$ cat src/design/eth_phy_pkg.sv
package eth_phy_pkg;
  // Register byte offsets on the Wishbone slave
  localparam logic [7:0] REG_MGMT_ADDR = 8'h00;
  localparam logic [7:0] REG_MGMT_DATA = 8'h04;
  localparam logic [7:0] REG_LINK_CFG = 8'h08;
  localparam logic [7:0] REG_LINK_STAT = 8'h0C;
  // Management address register fields
  localparam int MA_BUSY = 0;
  localparam int MA_WRITE = 1;
  localparam int MA_RANGE = 2;
  localparam int MA_REG = 6;
  localparam int MA_PHY = 11;
  // Link configuration and status fields
  localparam int LC_RMII = 0;
  localparam int LC_FDX = 1;
  localparam int LS_FALSE_CAR = 0;
  localparam int LS_RX_ERR = 1;
  localparam int LS_COLL = 2;
  localparam int LS_CRS = 3;
  // Values after reset
  localparam logic [15:0] MGMT_ADDR_RST = 16'h0000;
  localparam logic [15:0] MGMT_DATA_RST = 16'h0000;
  localparam logic [1:0] LINK_CFG_RST = 2'h0;
  // Management clock divisors per range code
  localparam logic [6:0] MDC_DIV_000 = 7'd42;
  localparam logic [6:0] MDC_DIV_001 = 7'd62;
  localparam logic [6:0] MDC_DIV_010 = 7'd16;
  localparam logic [6:0] MDC_DIV_011 = 7'd26;
  localparam logic [6:0] MDC_DIV_100 = 7'd102;
  // Timing floor of the management clock
  localparam int CLK_PERIOD_NS = 4;
  localparam int MDC_MIN_PHASE_NS = 160;
  localparam int MDC_MIN_PERIOD_NS = 400;
  localparam int MIN_PHASE_CYC = (MDC_MIN_PHASE_NS + CLK_PERIOD_NS - 1) / CLK_PERIOD_NS;
  localparam int MIN_PERIOD_CYC = (MDC_MIN_PERIOD_NS + CLK_PERIOD_NS - 1) / CLK_PERIOD_NS;
  localparam int MIN_HALF_CYC = (MIN_PHASE_CYC > (MIN_PERIOD_CYC + 1) / 2) ?
                                MIN_PHASE_CYC : (MIN_PERIOD_CYC + 1) / 2;
  localparam logic [6:0] MDC_HALF_MIN = 7'(MIN_HALF_CYC);
  // Management frame layout, bit 0 is the first on the wire
  localparam logic [5:0] FRAME_LAST = 6'd63;
  localparam logic [5:0] PRE_BITS = 6'd32;
  localparam logic [5:0] TA_POS = 6'd46;
  localparam logic [5:0] DATA_POS = 6'd48;
  localparam logic [1:0] START_PAT = 2'h1;
  localparam logic [1:0] OP_WRITE = 2'h1;
  localparam logic [1:0] OP_READ = 2'h2;
  localparam logic [1:0] TA_WRITE = 2'h2;
  // Receive classification codes
  localparam logic [2:0] RXC_IDLE = 3'h0;
  localparam logic [2:0] RXC_DATA = 3'h1;
  localparam logic [2:0] RXC_DATA_ERR = 3'h2;
  localparam logic [2:0] RXC_FALSE_CAR = 3'h3;
  localparam logic [2:0] RXC_RESERVED = 3'h4;
  typedef enum logic [2:0] {
    MS_IDLE = 3'b001,
    MS_LOW = 3'b010,
    MS_HIGH = 3'b100
  } mdc_state_e;
endpackage : eth_phy_pkg

$ cat src/design/mgmt_if.sv
`timescale 1ns/1ps
`default_nettype none
interface mgmt_if;
  logic start;
  logic wr;
  logic [2:0] range;
  logic [4:0] phy;
  logic [4:0] reg_a;
  logic [15:0] wdata;
  logic [15:0] rdata;
  logic done;
  modport ctrl (output start, wr, range, phy, reg_a, wdata, input rdata, done);
  modport engine (input start, wr, range, phy, reg_a, wdata, output rdata, done);
endinterface : mgmt_if
`default_nettype wire

$ cat src/design/station_mgmt_master.sv
`timescale 1ns/1ps
`default_nettype none
module station_mgmt_master
  import eth_phy_pkg::*;
(
  input wire logic clk_i,       // System clock
  input wire logic rst_i,       // Synchronous reset
  input wire logic ce_i,        // Clock enable
  mgmt_if.engine cmd,           // Command from register block
  input wire logic mdio_in_i,   // Synchronised data line
  output logic mdc_o,           // Management clock
  output logic mdio_o,          // Data line drive value
  output logic mdio_oe_o        // Data line drive enable
);
  mdc_state_e state_q;
  logic [6:0] cnt_q;
  logic [5:0] bit_q;
  logic [63:0] shift_q;
  logic wr_q;
  logic [15:0] rdata_q;
  logic done_q;
  logic [6:0] div_w;
  logic [6:0] half_w;
  logic last_w;
  logic drive_next_w;

  // Divisor from the range code; reserved codes fall back to the slowest
  assign div_w = (cmd.range == 3'h0) ? MDC_DIV_000 :
                 (cmd.range == 3'h1) ? MDC_DIV_001 :
                 (cmd.range == 3'h2) ? MDC_DIV_010 :
                 (cmd.range == 3'h3) ? MDC_DIV_011 : MDC_DIV_100;
  // Clamp keeps fast codes legal at this clock rate
  assign half_w = ((div_w >> 1) < MDC_HALF_MIN) ? MDC_HALF_MIN : (div_w >> 1);
  assign last_w = (bit_q == FRAME_LAST);
  // Reads let go of the line from the turnaround onward
  assign drive_next_w = wr_q || ((bit_q + 6'd1) < TA_POS);
  assign cmd.rdata = rdata_q;
  assign cmd.done = done_q;

  // One frame at a time: preamble, start, op, addresses, turnaround, data
  always_ff @(posedge clk_i) begin
    if (rst_i) begin
      state_q <= MS_IDLE;
      cnt_q <= 7'h00;
      bit_q <= 6'h00;
      shift_q <= 64'h0;
      wr_q <= 1'b0;
      rdata_q <= 16'h0000;
      done_q <= 1'b0;
      mdc_o <= 1'b0;
      mdio_o <= 1'b0;
      mdio_oe_o <= 1'b0;
    end else if (ce_i) begin
      done_q <= 1'b0;
      case (state_q)
        MS_IDLE: begin
          mdc_o <= 1'b0;
          mdio_oe_o <= 1'b0;
          if (cmd.start) begin
            shift_q <= {32'hFFFFFFFF, START_PAT, cmd.wr ? OP_WRITE : OP_READ,
                        cmd.phy, cmd.reg_a, TA_WRITE, cmd.wdata};
            wr_q <= cmd.wr;
            bit_q <= 6'h00;
            cnt_q <= half_w - 7'd1;
            mdio_o <= 1'b1;
            mdio_oe_o <= 1'b1;
            state_q <= MS_LOW;
          end
        end
        MS_LOW: begin
          if (cnt_q == 7'h00) begin
            mdc_o <= 1'b1;
            cnt_q <= half_w - 7'd1;
            state_q <= MS_HIGH;
            if (!wr_q && bit_q >= DATA_POS) begin
              rdata_q <= {rdata_q[14:0], mdio_in_i};
            end
          end else begin
            cnt_q <= cnt_q - 7'd1;
          end
        end
        MS_HIGH: begin
          if (cnt_q != 7'h00) begin
            cnt_q <= cnt_q - 7'd1;
          end else if (last_w) begin
            mdc_o <= 1'b0;
            mdio_oe_o <= 1'b0;
            done_q <= 1'b1;
            state_q <= MS_IDLE;
          end else begin
            mdc_o <= 1'b0;
            mdio_o <= shift_q[62];
            mdio_oe_o <= drive_next_w;
            shift_q <= {shift_q[62:0], 1'b0};
            bit_q <= bit_q + 6'd1;
            cnt_q <= half_w - 7'd1;
            state_q <= MS_LOW;
          end
        end
        default: state_q <= MS_IDLE;
      endcase
    end
  end

  // Phase length monitor for the clock checks
  logic mdc_prev_q;
  logic [7:0] ph_len_q;
  // Starts saturated so the long idle low phase never looks short
  always_ff @(posedge clk_i) begin
    if (rst_i) begin
      mdc_prev_q <= 1'b0;
      ph_len_q <= 8'hFF;
    end else begin
      mdc_prev_q <= mdc_o;
      ph_len_q <= (mdc_o != mdc_prev_q) ? 8'h01 : ((ph_len_q == 8'hFF) ? ph_len_q : ph_len_q + 8'h01);
    end
  end

  a_mdc_idle_low: assert property (@(posedge clk_i) disable iff (rst_i)
    (state_q == MS_IDLE) |-> !mdc_o) else $error("Clock not low in idle");
  a_mdc_phase_min: assert property (@(posedge clk_i) disable iff (rst_i)
    (mdc_o != mdc_prev_q) && $past(!rst_i, 2) |-> ph_len_q >= 8'(MDC_HALF_MIN))
    else $error("Clock phase too short");
  a_preamble_ones: assert property (@(posedge clk_i) disable iff (rst_i)
    (state_q != MS_IDLE) && (bit_q < PRE_BITS) |-> mdio_o && mdio_oe_o)
    else $error("Preamble bit not one");
  a_start_zero: assert property (@(posedge clk_i) disable iff (rst_i)
    (state_q != MS_IDLE) && (bit_q == PRE_BITS) |-> !mdio_o) else $error("Start bit wrong");
  a_read_ta_release: assert property (@(posedge clk_i) disable iff (rst_i)
    (state_q != MS_IDLE) && !wr_q && (bit_q >= TA_POS) |-> !mdio_oe_o)
    else $error("Line driven in read turnaround");
  a_write_ta_one: assert property (@(posedge clk_i) disable iff (rst_i)
    (state_q != MS_IDLE) && wr_q && (bit_q == TA_POS) |-> mdio_o && mdio_oe_o)
    else $error("Write turnaround not one");
  a_data_on_fall: assert property (@(posedge clk_i) disable iff (rst_i)
    $changed(mdio_o) |-> !mdc_o) else $error("Data changed while clock high");
endmodule : station_mgmt_master
`default_nettype wire

$ cat src/design/phy_mgmt_and_mii_port.sv
// Our own choices: register access over Wishbone and the placing of the registers.
`timescale 1ns/1ps
`default_nettype none
// Operation
// One PHY of 32, one register per frame
// Management clock low while idle
// Clock at most 2.5MHz, phases 160ns
// Frame opens with 32 one bits
// Start pattern 01 follows preamble
// Five bit PHY address, MSB first
// Five bit register address, MSB first
// Read turnaround: device releases both bits
// Write turnaround driven as 10
// Sixteen data bits, bit 15 first
// Idle line released, PHY pulls high
// Range code selects clock divisor
// Busy plus write sends write, clears busy
// Busy alone reads, loads data, clears busy
// Software leaves address and data alone
// Transmit enable marks valid nibbles
// Receive codes decoded into line classes
// Reduced mode uses two bit paths
// Software picks interface mode before traffic
// Collision handling only in half duplex
// Operation code 01 write, 10 read
// Drive after falling, sample on rising
module phy_mgmt_and_mii_port (
  input wire logic clk_i,                 // System clock, 250 MHz
  input wire logic rst_i,                 // Synchronous reset, active high
  input wire logic ce_i,                  // Clock enable, freezes state when low
  input wire logic wb_cyc_i,              // Bus cycle
  input wire logic wb_stb_i,              // Bus strobe
  input wire logic wb_we_i,               // Bus write
  input wire logic [7:0] wb_adr_i,        // Bus byte address
  input wire logic [3:0] wb_sel_i,        // Bus byte enables
  input wire logic [31:0] wb_dat_i,       // Bus write data
  output logic [31:0] wb_dat_o,           // Bus read data
  output logic wb_ack_o,                  // Bus acknowledge
  output logic mdc_o,                     // Management clock
  input wire logic mdio_i,                // Management data line level
  output logic mdio_o,                    // Management data drive value
  output logic mdio_oe_o,                 // Management data drive enable
  input wire logic tx_valid_i,            // Nibble offered by the MAC
  input wire logic [3:0] tx_nibble_i,     // Nibble to send
  output logic tx_ready_o,                // Nibble taken this cycle
  output logic mii_tx_en_o,               // Transmit enable pin
  output logic [3:0] mii_txd_o,           // Transmit data pins
  input wire logic mii_rx_dv_i,           // Receive valid, carrier+valid in reduced mode
  input wire logic mii_rx_er_i,           // Receive error pin
  input wire logic [3:0] mii_rxd_i,       // Receive data pins
  input wire logic mii_crs_i,             // Carrier sense pin
  input wire logic mii_col_i,             // Collision pin
  output logic rx_valid_o,                // Received nibble pulse
  output logic [3:0] rx_nibble_o,         // Received nibble
  output logic [2:0] rx_class_o,          // Line class of last sample
  output logic collision_o                // Collision seen in half duplex
);
  import eth_phy_pkg::*;

  localparam int NPIN = 9;

  mgmt_if mif ();

  logic [15:0] maddr_q;
  logic [15:0] mdata_q;
  logic [1:0] lcfg_q;
  logic [2:0] lstat_q;
  logic start_q;
  logic [NPIN-1:0] s1_q;
  logic [NPIN-1:0] s2_q;
  logic [NPIN-1:0] s3_q;
  logic [NPIN-1:0] pin_q;
  logic tx_half_q;
  logic [1:0] tx_hold_q;
  logic rx_half_q;
  logic [1:0] rx_lo_q;

  // Pin synchronisers: a change counts once stages two and three agree
  always_ff @(posedge clk_i) begin
    if (rst_i) begin
      // Data line idles high, so its stages start high to avoid a false edge
      s1_q <= {1'b1, 8'h00};
      s2_q <= {1'b1, 8'h00};
      s3_q <= {1'b1, 8'h00};
      pin_q <= {1'b1, 8'h00};
    end else if (ce_i) begin
      s1_q <= {mdio_i, mii_col_i, mii_crs_i, mii_rx_er_i, mii_rx_dv_i, mii_rxd_i};
      s2_q <= s1_q;
      s3_q <= s2_q;
      for (int i = 0; i < NPIN; i++) begin
        if (s2_q[i] == s3_q[i]) begin
          pin_q[i] <= s3_q[i];
        end
      end
    end
  end

  // Filtered pin levels
  logic [3:0] rxd_w;
  logic rx_dv_w;
  logic rx_er_w;
  logic crs_w;
  logic col_w;
  logic mdio_in_w;
  assign rxd_w = pin_q[3:0];
  assign rx_dv_w = pin_q[4];
  assign rx_er_w = pin_q[5];
  assign crs_w = pin_q[6];
  assign col_w = pin_q[7];
  assign mdio_in_w = pin_q[8];

  // Bus decode; unmapped offsets read zero and still get an answer
  logic req_w;
  logic wr_w;
  logic hit_addr_w;
  logic hit_data_w;
  logic hit_cfg_w;
  logic hit_stat_w;
  logic [15:0] lane_mask_w;
  assign req_w = wb_cyc_i && wb_stb_i && !wb_ack_o;
  assign wr_w = req_w && wb_we_i;
  assign hit_addr_w = (wb_adr_i == REG_MGMT_ADDR);
  assign hit_data_w = (wb_adr_i == REG_MGMT_DATA);
  assign hit_cfg_w = (wb_adr_i == REG_LINK_CFG);
  assign hit_stat_w = (wb_adr_i == REG_LINK_STAT);
  assign lane_mask_w = {{8{wb_sel_i[1]}}, {8{wb_sel_i[0]}}};

  // Read mux
  logic [31:0] rd_mux_w;
  assign rd_mux_w = hit_addr_w ? {16'h0000, maddr_q} :
                    hit_data_w ? {16'h0000, mdata_q} :
                    hit_cfg_w ? {30'h0, lcfg_q} :
                    hit_stat_w ? {28'h0, crs_w, lstat_q} : 32'h0000_0000;

  // Address and data are locked while busy, so a stray write cannot
  // corrupt a frame already on the wire
  logic busy_w;
  logic addr_wr_w;
  logic data_wr_w;
  logic [15:0] addr_new_w;
  logic go_w;
  assign busy_w = maddr_q[MA_BUSY];
  assign addr_wr_w = wr_w && hit_addr_w && !busy_w;
  assign data_wr_w = wr_w && hit_data_w && !busy_w;
  assign addr_new_w = (maddr_q & ~lane_mask_w) | (wb_dat_i[15:0] & lane_mask_w);
  assign go_w = addr_wr_w && addr_new_w[MA_BUSY];

  // Bus answer: one wait state, ack for one cycle
  always_ff @(posedge clk_i) begin
    if (rst_i) begin
      wb_ack_o <= 1'b0;
      wb_dat_o <= 32'h0000_0000;
    end else if (ce_i) begin
      wb_ack_o <= req_w;
      if (req_w && !wb_we_i) begin
        wb_dat_o <= rd_mux_w;
      end
    end
  end

  // Management registers; a finished frame clears busy, a read loads data
  always_ff @(posedge clk_i) begin
    if (rst_i) begin
      maddr_q <= MGMT_ADDR_RST;
      mdata_q <= MGMT_DATA_RST;
      start_q <= 1'b0;
    end else if (ce_i) begin
      start_q <= go_w;
      if (addr_wr_w) begin
        maddr_q <= addr_new_w;
      end else if (mif.done) begin
        maddr_q[MA_BUSY] <= 1'b0;
      end
      if (data_wr_w) begin
        mdata_q <= (mdata_q & ~lane_mask_w) | (wb_dat_i[15:0] & lane_mask_w);
      end else if (mif.done && !maddr_q[MA_WRITE]) begin
        mdata_q <= mif.rdata;
      end
    end
  end

  // Command to the serial engine; fields stay stable while busy
  assign mif.start = start_q;
  assign mif.wr = maddr_q[MA_WRITE];
  assign mif.range = maddr_q[MA_RANGE +: 3];
  assign mif.phy = maddr_q[MA_PHY +: 5];
  assign mif.reg_a = maddr_q[MA_REG +: 5];
  assign mif.wdata = mdata_q;

  station_mgmt_master u_mgmt (
    .clk_i(clk_i),
    .rst_i(rst_i),
    .ce_i(ce_i),
    .cmd(mif),
    .mdio_in_i(mdio_in_w),
    .mdc_o(mdc_o),
    .mdio_o(mdio_o),
    .mdio_oe_o(mdio_oe_o)
  );

  // Link configuration: interface mode and duplex. Changing the mode
  // mid-frame is not guarded; software sets it before traffic
  always_ff @(posedge clk_i) begin
    if (rst_i) begin
      lcfg_q <= LINK_CFG_RST;
    end else if (ce_i && wr_w && hit_cfg_w && wb_sel_i[0]) begin
      lcfg_q <= wb_dat_i[1:0];
    end
  end

  logic rmii_w;
  logic fdx_w;
  assign rmii_w = lcfg_q[LC_RMII];
  assign fdx_w = lcfg_q[LC_FDX];

  // Transmit: whole nibbles, or two dibits low pair first in reduced mode
  logic tx_take_w;
  logic tx_half_d;
  assign tx_take_w = tx_valid_i && tx_ready_o;
  assign tx_half_d = rmii_w && !tx_half_q && tx_take_w;
  always_ff @(posedge clk_i) begin
    if (rst_i) begin
      mii_tx_en_o <= 1'b0;
      mii_txd_o <= 4'h0;
      tx_half_q <= 1'b0;
      tx_hold_q <= 2'h0;
      tx_ready_o <= 1'b1;
    end else if (ce_i) begin
      tx_half_q <= tx_half_d;
      tx_ready_o <= !tx_half_d;
      if (rmii_w && tx_half_q) begin
        mii_txd_o <= {2'h0, tx_hold_q};
      end else if (tx_take_w) begin
        mii_tx_en_o <= 1'b1;
        mii_txd_o <= rmii_w ? {2'h0, tx_nibble_i[1:0]} : tx_nibble_i;
        tx_hold_q <= tx_nibble_i[3:2];
      end else begin
        mii_tx_en_o <= 1'b0;
        mii_txd_o <= 4'h0;  // Interframe content
      end
    end
  end

  // Receive line class
  logic [2:0] rx_class_d;
  assign rx_class_d = rx_dv_w ? (rx_er_w ? RXC_DATA_ERR : RXC_DATA) :
                      !rx_er_w ? RXC_IDLE :
                      (rxd_w == 4'h0) ? RXC_IDLE :
                      (rxd_w == 4'hE) ? RXC_FALSE_CAR : RXC_RESERVED;

  // Collision counts only in half duplex while sending
  logic coll_w;
  assign coll_w = !fdx_w && col_w && crs_w && mii_tx_en_o;

  // Receive data: reduced mode pairs two dibits, low pair first
  always_ff @(posedge clk_i) begin
    if (rst_i) begin
      rx_valid_o <= 1'b0;
      rx_nibble_o <= 4'h0;
      rx_class_o <= RXC_IDLE;
      rx_half_q <= 1'b0;
      rx_lo_q <= 2'h0;
      collision_o <= 1'b0;
    end else if (ce_i) begin
      rx_class_o <= rx_class_d;
      collision_o <= coll_w;
      rx_valid_o <= 1'b0;
      if (!rx_dv_w) begin
        rx_half_q <= 1'b0;
      end else if (!rmii_w) begin
        rx_valid_o <= 1'b1;
        rx_nibble_o <= rxd_w;
      end else if (!rx_half_q) begin
        rx_half_q <= 1'b1;
        rx_lo_q <= rxd_w[1:0];
      end else begin
        rx_half_q <= 1'b0;
        rx_valid_o <= 1'b1;
        rx_nibble_o <= {rxd_w[1:0], rx_lo_q};
      end
    end
  end

  // Sticky status, write one to clear; a new event wins over the clear
  logic [2:0] stat_ev_w;
  logic [2:0] stat_clr_w;
  assign stat_ev_w = {coll_w, rx_class_d == RXC_DATA_ERR, rx_class_d == RXC_FALSE_CAR};
  assign stat_clr_w = (wr_w && hit_stat_w && wb_sel_i[0]) ? wb_dat_i[2:0] : 3'h0;
  always_ff @(posedge clk_i) begin
    if (rst_i) begin
      lstat_q <= 3'h0;
    end else if (ce_i) begin
      lstat_q <= (lstat_q & ~stat_clr_w) | stat_ev_w;
    end
  end

  a_busy_clears: assert property (@(posedge clk_i) disable iff (rst_i)
    ce_i && mif.done |=> !maddr_q[MA_BUSY]) else $error("Busy not cleared after frame");
  a_read_loads_data: assert property (@(posedge clk_i) disable iff (rst_i)
    ce_i && mif.done && !maddr_q[MA_WRITE] |=> mdata_q == $past(mif.rdata))
    else $error("Read data not loaded");
  a_locked_while_busy: assert property (@(posedge clk_i) disable iff (rst_i)
    ce_i && busy_w && !mif.done |=> $stable(mdata_q) && $stable(maddr_q[15:1]))
    else $error("Registers changed during frame");
  a_tx_nibble_out: assert property (@(posedge clk_i) disable iff (rst_i)
    ce_i && !rmii_w && tx_valid_i |=> mii_tx_en_o && (mii_txd_o == $past(tx_nibble_i)))
    else $error("Nibble not sent");
  a_false_carrier: assert property (@(posedge clk_i) disable iff (rst_i)
    ce_i && !rx_dv_w && rx_er_w && (rxd_w == 4'hE) |=> rx_class_o == RXC_FALSE_CAR)
    else $error("False carrier not flagged");
  a_rmii_second_dibit: assert property (@(posedge clk_i) disable iff (rst_i)
    ce_i && rmii_w && tx_valid_i && tx_ready_o ##1 ce_i && rmii_w |=>
    mii_txd_o == {2'h0, $past(tx_nibble_i[3:2], 2)}) else $error("Dibit order wrong");
  a_fdx_no_coll: assert property (@(posedge clk_i) disable iff (rst_i)
    ce_i && fdx_w |=> !collision_o) else $error("Collision flagged in full duplex");
endmodule : phy_mgmt_and_mii_port
`default_nettype wire

$ cat config.mk
export PLATFORM = sky130hd
export DESIGN_NAME = phy_mgmt_and_mii_port
export DESIGN_NICKNAME = d
export VERILOG_FILES = /design/src/design/eth_phy_pkg.sv /design/src/design/mgmt_if.sv /design/src/design/station_mgmt_master.sv /design/src/design/phy_mgmt_and_mii_port.sv
export SDC_FILE = /design/constraint.sdc
export NUM_CORES = 1
export LEC_CHECK = 0
export ABC_AREA = 1
export ABC_CLOCK_PERIOD_IN_PS = 2000
export BUFFER_PORTS_ARGS = -buffer_cell sky130_fd_sc_hd__buf_4
export CAP_MARGIN = 20
export CORE_UTILIZATION = 50
export DETAILED_ROUTE_END_ITERATION = 10
export PLACE_DENSITY = 0.7
export SLEW_MARGIN = 10
export SYNTH_ARGS = -nofsm -noshare
export SYNTH_HDL_FRONTEND = slang
export SYNTH_SLANG_ARGS = --single-unit
$ cat constraint.sdc
create_clock -name clk_i -period 2 [get_ports clk_i]
set_input_delay 0.3 -clock clk_i [delete_from_list [all_inputs] [get_ports clk_i]]
set_output_delay 0.3 -clock clk_i [all_outputs]
set_load 0.02 [all_outputs]
==> results.ini, run 1 <==
[final_layout]
fin_area_um2=10930
drive_above_1_share_pct=12.86
fin_cells=1637
fin_nets=1461
fill_cells=1718
syn_to_final_growth_pct=16.88
diodes=0

[sta]
setup_viol=0
fin_crit_ps=1853
final_max_slew_viol_count=0
finClkSkew_ps=10.70
period_share_pct=92.63
finalHoldViolations=0
fmax_mhz=539.8

[synthesis]
avgSynthCellArea_um2=7.069
yosysWarnings=0
syn-cell-area_um2=9353
synth-seq-cells=212
synth_top_cell_area_share_pct=45.38
synth_cell_types=38
yosys.area.top_type=dfxtp_1
synth_edf_count=0
yosysSeqAreaShare_pct=45.38
async_reset_ff_share_pct=0
synth_area_leaders=dfxtp_1, nand2_1, o21ai_0
synthFlopType=dfxtp_1
syn-instance-count=1323

[pwr]
p_total_mw=9.684
ir_drop_mv=0.6774
p_leak_nw=4.726
powerDensity_nw_per_um2=885.9

[die]
pin_count=115
rows=49
die-area_um2=19260
initial_utilization_pct=51.54
core_area_um2=18150
die_w_um=138.8
die_h_um=138.8

[place]
place_area_um2=10070
dp_cells=1589
gp_congestion=0.8420
io_buffers=80
dp_hpwl_um=14400

[clock_tree]
htreeDepth=1
clock-sinks=212
root_buffer=clkbuf_16
cts_tree=yes
cts_buffers=23
cts.clk_slew.worst_paths_ps=60
cts_buffer_depth=3
clock_latency_ps=510

[detailed_routing]
ant_nets=0
routed_wl_um=22520
drt-initial-drc-count=592
vias_per_cell=5.208
first_pass_iters=8
routedWlPerCell_um=13.76
via_count=8526
route.detailed.drc=19

[worst_setup_path]
cp.required_ps=2440
ff2ff_setup_slack_ps=150
worstPathMaxFanout=21
worstReg2RegEnd=u_mgmt.shift_q[32]$_SDFFE_PP0P_
cp-start-kind=flop
critPathCapture=u_mgmt.shift_q[32]$_SDFFE_PP0P_
crit_path_start=u_mgmt.bit_q[0]$_SDFFE_PP0P_
crit_arrival_ps=2290
setup.worst_path.class=reg2reg
reg2reg_depth=10
rr_startpoint=u_mgmt.bit_q[0]$_SDFFE_PP0P_
cp-end-kind=flop

[grt]
grt_overflow=0
antenna_found_initial=0
grt_max_degree=102
grt_usage_pct=23.09
grt_pass1_wl_um=37320
grt_pass1_vias=7761

[hold_path]
min_path_type=in2reg

[outcome]
violations=design-rule violations
status=finished with violations

[flow_run]
drv_cap=0

## worst max-delay path, stage by stage (launching register included)
cell and delay [ps]:
dfxtp_1 330, ha_1 210, nand3_2 120, nor2_2 150, nor2_1 90, nor2_4 240, inv_1 110, nand2_4 130
clkbuf_16 200, nand2_1 60, a21oi_1 140
## worst min path at each step
stage	from	slack, ps	cells past startpoint	endpoint
after floorplan	mdio_i	430	2	s1_q[8]$_SDFFE_PP1P_
after global placement	s2_q[8]$_SDFFE_PP1P_	440	2	s2_q[8]$_SDFFE_PP1P_
after global routing	mii_crs_i	20	3	s1_q[6]$_SDFFE_PP0P_
after CTS	mii_crs_i	9	3	s1_q[6]$_SDFFE_PP0P_
final	mii_crs_i	20	3	s1_q[6]$_SDFFE_PP0P_
after detailed placement	s1_q[8]$_SDFFE_PP1P_	440	2	s1_q[8]$_SDFFE_PP1P_
## Yosys cell counts, types with 5 or more instances
cell type	count
nand2_1	301
dfxtp_1	212
nor2_1	184
o21ai_0	162
a21oi_1	111
inv_1	98
nand3_1	70
clkbuf_1	42
buf_2	19
buf_4	18
o21ai_1	14
o211ai_1	11
a31oi_1	8
nand4_1	8
nor2_2	7
o21bai_1	7
buf_6	6
a221oi_1	5
## placed cells by master, fill, tap and decap left out, types with 7 or more instances in the layout
master,instances
a21oi_1,111
a31oi_1,8
buf_4,110
clkbuf_1,7
clkbuf_16,24
clkbuf_8,7
conb_1,17
dfxtp_1,212
inv_1,97
nand2_1,301
nand3_1,69
nand4_1,8
nor2_1,183
nor2_2,7
nor2_4,7
o211ai_1,11
o21ai_0,162
o21ai_1,14
o21bai_1,7
## where the power goes
group | total, mW | internal, mW | switching [mW]
clock network | 4.16 | 2.50 | 1.66
logic | 0.977 | 0.378 | 0.599
registers | 4.55 | 4.43 | 0.117
## per-stage QoR
step	TNS, ps	hold slack, ps	setup slack (ps)	utilization (%)
after floorplan	0	426.3	388.1	-
after global placement	-3286	437.6	-132.5	55.51
after detailed placement	-4129	442.6	-161.4	55.51
after CTS	0	9.128	8.838	59.75
after global routing	-289.8	17.98	-46.23	60.24
final	0	19.35	147.5	60.24
## cell type report
class | count | area, µm² | share of cell area [%]
flip-flops and latches | 212 | 4244 | 38.82
clock inverters | 3 | 43.79 | 0.4006
well taps | 229 | 286.5 | 2.621
multi-input cells | 936 | 4325 | 39.57
repair buffers | 116 | 940.9 | 8.607
clock buffers | 37 | 698.2 | 6.387
inverters | 104 | 392.9 | 3.594
## cell families (layout without fill, tap and decap cells)
logic type      after synthesis  count (layout)  synth area share (%)
compound gates              321             321                 18.05
xor+xnor                      4               4                0.3747
fa+ha+maj                     4               4                0.5351
buf+inv                     194             260                 9.512
flops                       212             212                 45.38
other cells                   1              17               0.04010
simple gates                587             590                 26.11
## routing by layer
metal | track usage (%) | routed length (µm) | up-vias
li1 | - | - | 4394
met3 | 3.280 | 1324 | 31
met4 | 6.199 | 421 | 0
met1 | 30.82 | 10240 | 3869
met5 | 0 | 0 | -
met2 | 39.05 | 10540 | 232
## timing repair
action,4_1_cts,5_1_grt
setup endpoints to repair,70,62
buffers inserted,0,3
pin swaps,2,4
cloned,2,2
hold buffers,1,0
hold endpoints to repair,1,0
gates resized for setup,0,4
Power figures use the tool's default switching activity.
==> inputs of run 2 (changes only) <==
- CORE_UTILIZATION: 50 -> 58
- PLACE_DENSITY: 0.7 -> 0.8
==> results.ini, run 2 (synthesis gave the netlist of run 1 again) <==
[final_layout]
diodes=0  ; unchanged
fin_cells=1614  ; -1.4%
final_common_cell=nand2_1
syn_to_final_growth_pct=15.12
mostFrequentLayoutCells=nand2_1, dfxtp_1, nor2_1, o21ai_0, a21oi_1
drive_above_1_share_pct=12.09  ; -0.77 points
fin_nets=1451  ; -0.68%
fill_cells=1308  ; -24%

[detailed_routing]
drt-initial-drc-count=596  ; +0.68%
wl_met2_um=10390  ; -1.4%
top_layer=met4
met1_length_um=9850  ; -3.8%
routedWlPerCell_um=13.55  ; -1.5%
routed_wl_um=21860  ; -2.9%
via_count=8624  ; +1.1%
route.detailed.drc=0  ; -19
ant_nets=0  ; unchanged
first_pass_iters=5  ; -3
vias_per_cell=5.343  ; +2.6%
met3_length_um=1212  ; -8.5%

[sta]
tightest_slew_ps=782.7
finClkSkew_ps=9.209  ; -1.489 ps
setup_viol=0  ; unchanged
fmax_mhz=546.9  ; +1.3%
max_slew_margin_pct=47.82
timing.setup.tns_ps=0  ; unchanged
period_share_pct=91.43  ; -1.2 points
setup_ws_ps=171.4  ; +23.94 ps
fin_crit_ps=1829  ; -23.94 ps
rsz0062_at_grt=false
final_max_slew_viol_count=0  ; unchanged
finalHoldViolations=0  ; unchanged
holdWs_ps=12.48  ; -6.872 ps

[worst_setup_path]
worstReg2RegEnd=u_mgmt.shift_q[8]$_SDFFE_PP0P_
crit_arrival_ps=2210  ; -80 ps
path_cells=inv_1 > ha_2 > nand4_4 > nand2_4 > nand2_4 > inv_1 > nand2_4 > buf_12 > nor2_1 > nor2_1
crit_path_max_incr_delay_ps=320  ; about the same
rr_startpoint=u_mgmt.cnt_q[0]$_SDFFE_PP0P_
path_delay_family=simple AND/OR/NAND/NOR gates
ff2ff_setup_slack_ps=170  ; +20 ps
cp-start-kind=flop
cp.required_ps=2380  ; -60 ps
critPathSlowestCell=dfxtp_1
reg2reg_depth=10  ; unchanged
setup.worst_path.class=reg2reg
cp_num_buf_inv=3  ; +1
cp-end-kind=flop
worstPathMaxFanout=39  ; +86%
cpMostUsedCell=nand2_4

[grt]
grt_usage_pct=26.61  ; +3.5 points
grt_overflow=0  ; unchanged
grt_max_degree=74  ; -27%
antenna_found_initial=0  ; unchanged
grt_pass1_wl_um=36050  ; -3.4%
grt_pass1_vias=7574  ; -2.4%

[clock_tree]
cts_buffer_depth=3  ; unchanged
clock-sinks=212  ; unchanged
cts.clk_slew.worst_paths_ps=60  ; about the same
htreeDepth=1  ; unchanged
cts-hold-fix-buffers=0  ; -1
cts_buffers=23  ; unchanged
cts_tree=yes
root_buffer=clkbuf_16
clock_latency_ps=500  ; about the same

[place]
dp_cells=1573  ; -1.0%
io_buffers=80  ; unchanged
gp_congestion=0.8510  ; +1.1%
dp_hpwl_um=13990  ; -2.8%
post-place-ws_ps=83.67  ; +245.0 ps

[die]
initial_utilization_pct=59.09  ; +7.6 points
pin_count=115  ; unchanged
rows=46  ; -6.1%
die_h_um=129.0  ; -7.0%
die-area_um2=16640  ; -14%
core_area_um2=15830  ; -13%
die_w_um=129.0  ; -7.0%

[hold_path]
min_path_type=in2reg
min_to=s1_q[8]$_SDFFE_PP1P_
holdPathStages=3  ; unchanged
hold_start=mdio_i

[pwr]
ir_drop_mv=0.6754  ; -0.30%
p_leak_nw=4.659  ; -1.4%
powerDensity_nw_per_um2=873.3  ; -1.4%

[outcome]
status=finished, final reports clean

[flow_run]
drv_cap=0  ; unchanged

## run 2: cell count changes in the layout (fill, tap and decap cells not counted), sizes merged
cell | previous run | this run
nor2 | 198 | 195
inv | 104 | 103
dlygate4sd3 | 1 | 0
bufinv | 1 | 0
clkbuf | 38 | 37
buf | 114 | 109
clkinv | 2 | 4
## run 2: worst min-delay path, stage by stage
cell	delay [ps]
buf_4	80
nand2_1	40
nand3_1	60
## run 2: what timing repair did
item | 4_1_cts | 5_1_grt
setup buffers | 0 | 1
hold endpoints to repair | 0 | 0
setup endpoints to repair | 0 | 32
gates resized for setup | 0 | 2
## run 2: power by group
| part | internal [mW] | leakage (nW) | total (mW) | switching (mW) |
|---|---|---|---|---|
| clock | 2.30 | 0.342 | 3.92 | 1.62 |
| combinational | 0.356 | 2.60 | 0.930 | 0.575 |
| sequential | 4.43 | 1.72 | 4.55 | 0.119 |
| total | 7.09 | 4.66 | 9.40 | 2.31 |
## run 2: through the flow
| stage | total power [mW] | instance area [µm²] | util [%] |
|---|---|---|---|
| finish | 9.403 | 10770 | 68.02 |
| floorplan | 5.302 | 9413 | - |
| CTS | 9.451 | 10750 | 67.94 |
| detailed placement | 5.545 | 10060 | 63.56 |
| global route | 9.789 | 10770 | 68.02 |
| global placement | 5.521 | 10060 | 63.56 |
## run 2: cell type report
cell class / instances / area [µm²] / share of cell area, %
repair buffers: 109 / 884.6 / 8.216
well taps: 216 / 270.3 / 2.510
clock inverters: 3 / 15.01 / 0.1395
clock buffers: 37 / 678.2 / 6.299
flip-flops and latches: 212 / 4244 / 39.42
inverters: 104 / 392.9 / 3.649
multi-input cells: 933 / 4282 / 39.77
## run 2: how the worst max path moves through the flow
stage                                             from  slack, ps                               to  cells after the start
after CTS                 u_mgmt.cnt_q[0]$_SDFFE_PP0P_         30  u_mgmt.shift_q[44]$_SDFFE_PP0P_                      9
after global routing      u_mgmt.cnt_q[0]$_SDFFE_PP0P_         20     u_mgmt.bit_q[3]$_SDFFE_PP0P_                     10
after detailed placement  u_mgmt.cnt_q[0]$_SDFFE_PP0P_         80  u_mgmt.shift_q[58]$_SDFFE_PP0P_                      9
after global placement    u_mgmt.cnt_q[0]$_SDFFE_PP0P_        130  u_mgmt.shift_q[58]$_SDFFE_PP0P_                      9
final                     u_mgmt.cnt_q[0]$_SDFFE_PP0P_        170   u_mgmt.shift_q[8]$_SDFFE_PP0P_                     10
after floorplan           u_mgmt.bit_q[0]$_SDFFE_PP0P_        390  u_mgmt.shift_q[57]$_SDFFE_PP0P_                     10
## run 2: per-layer routing
metal  vias to the layer above  GRT usage (%)
met5                         -              0
met4                         0          6.851
met3                        38          3.992
li1                       4367              -
met2                       244          44.86
met1                      3975          35.72
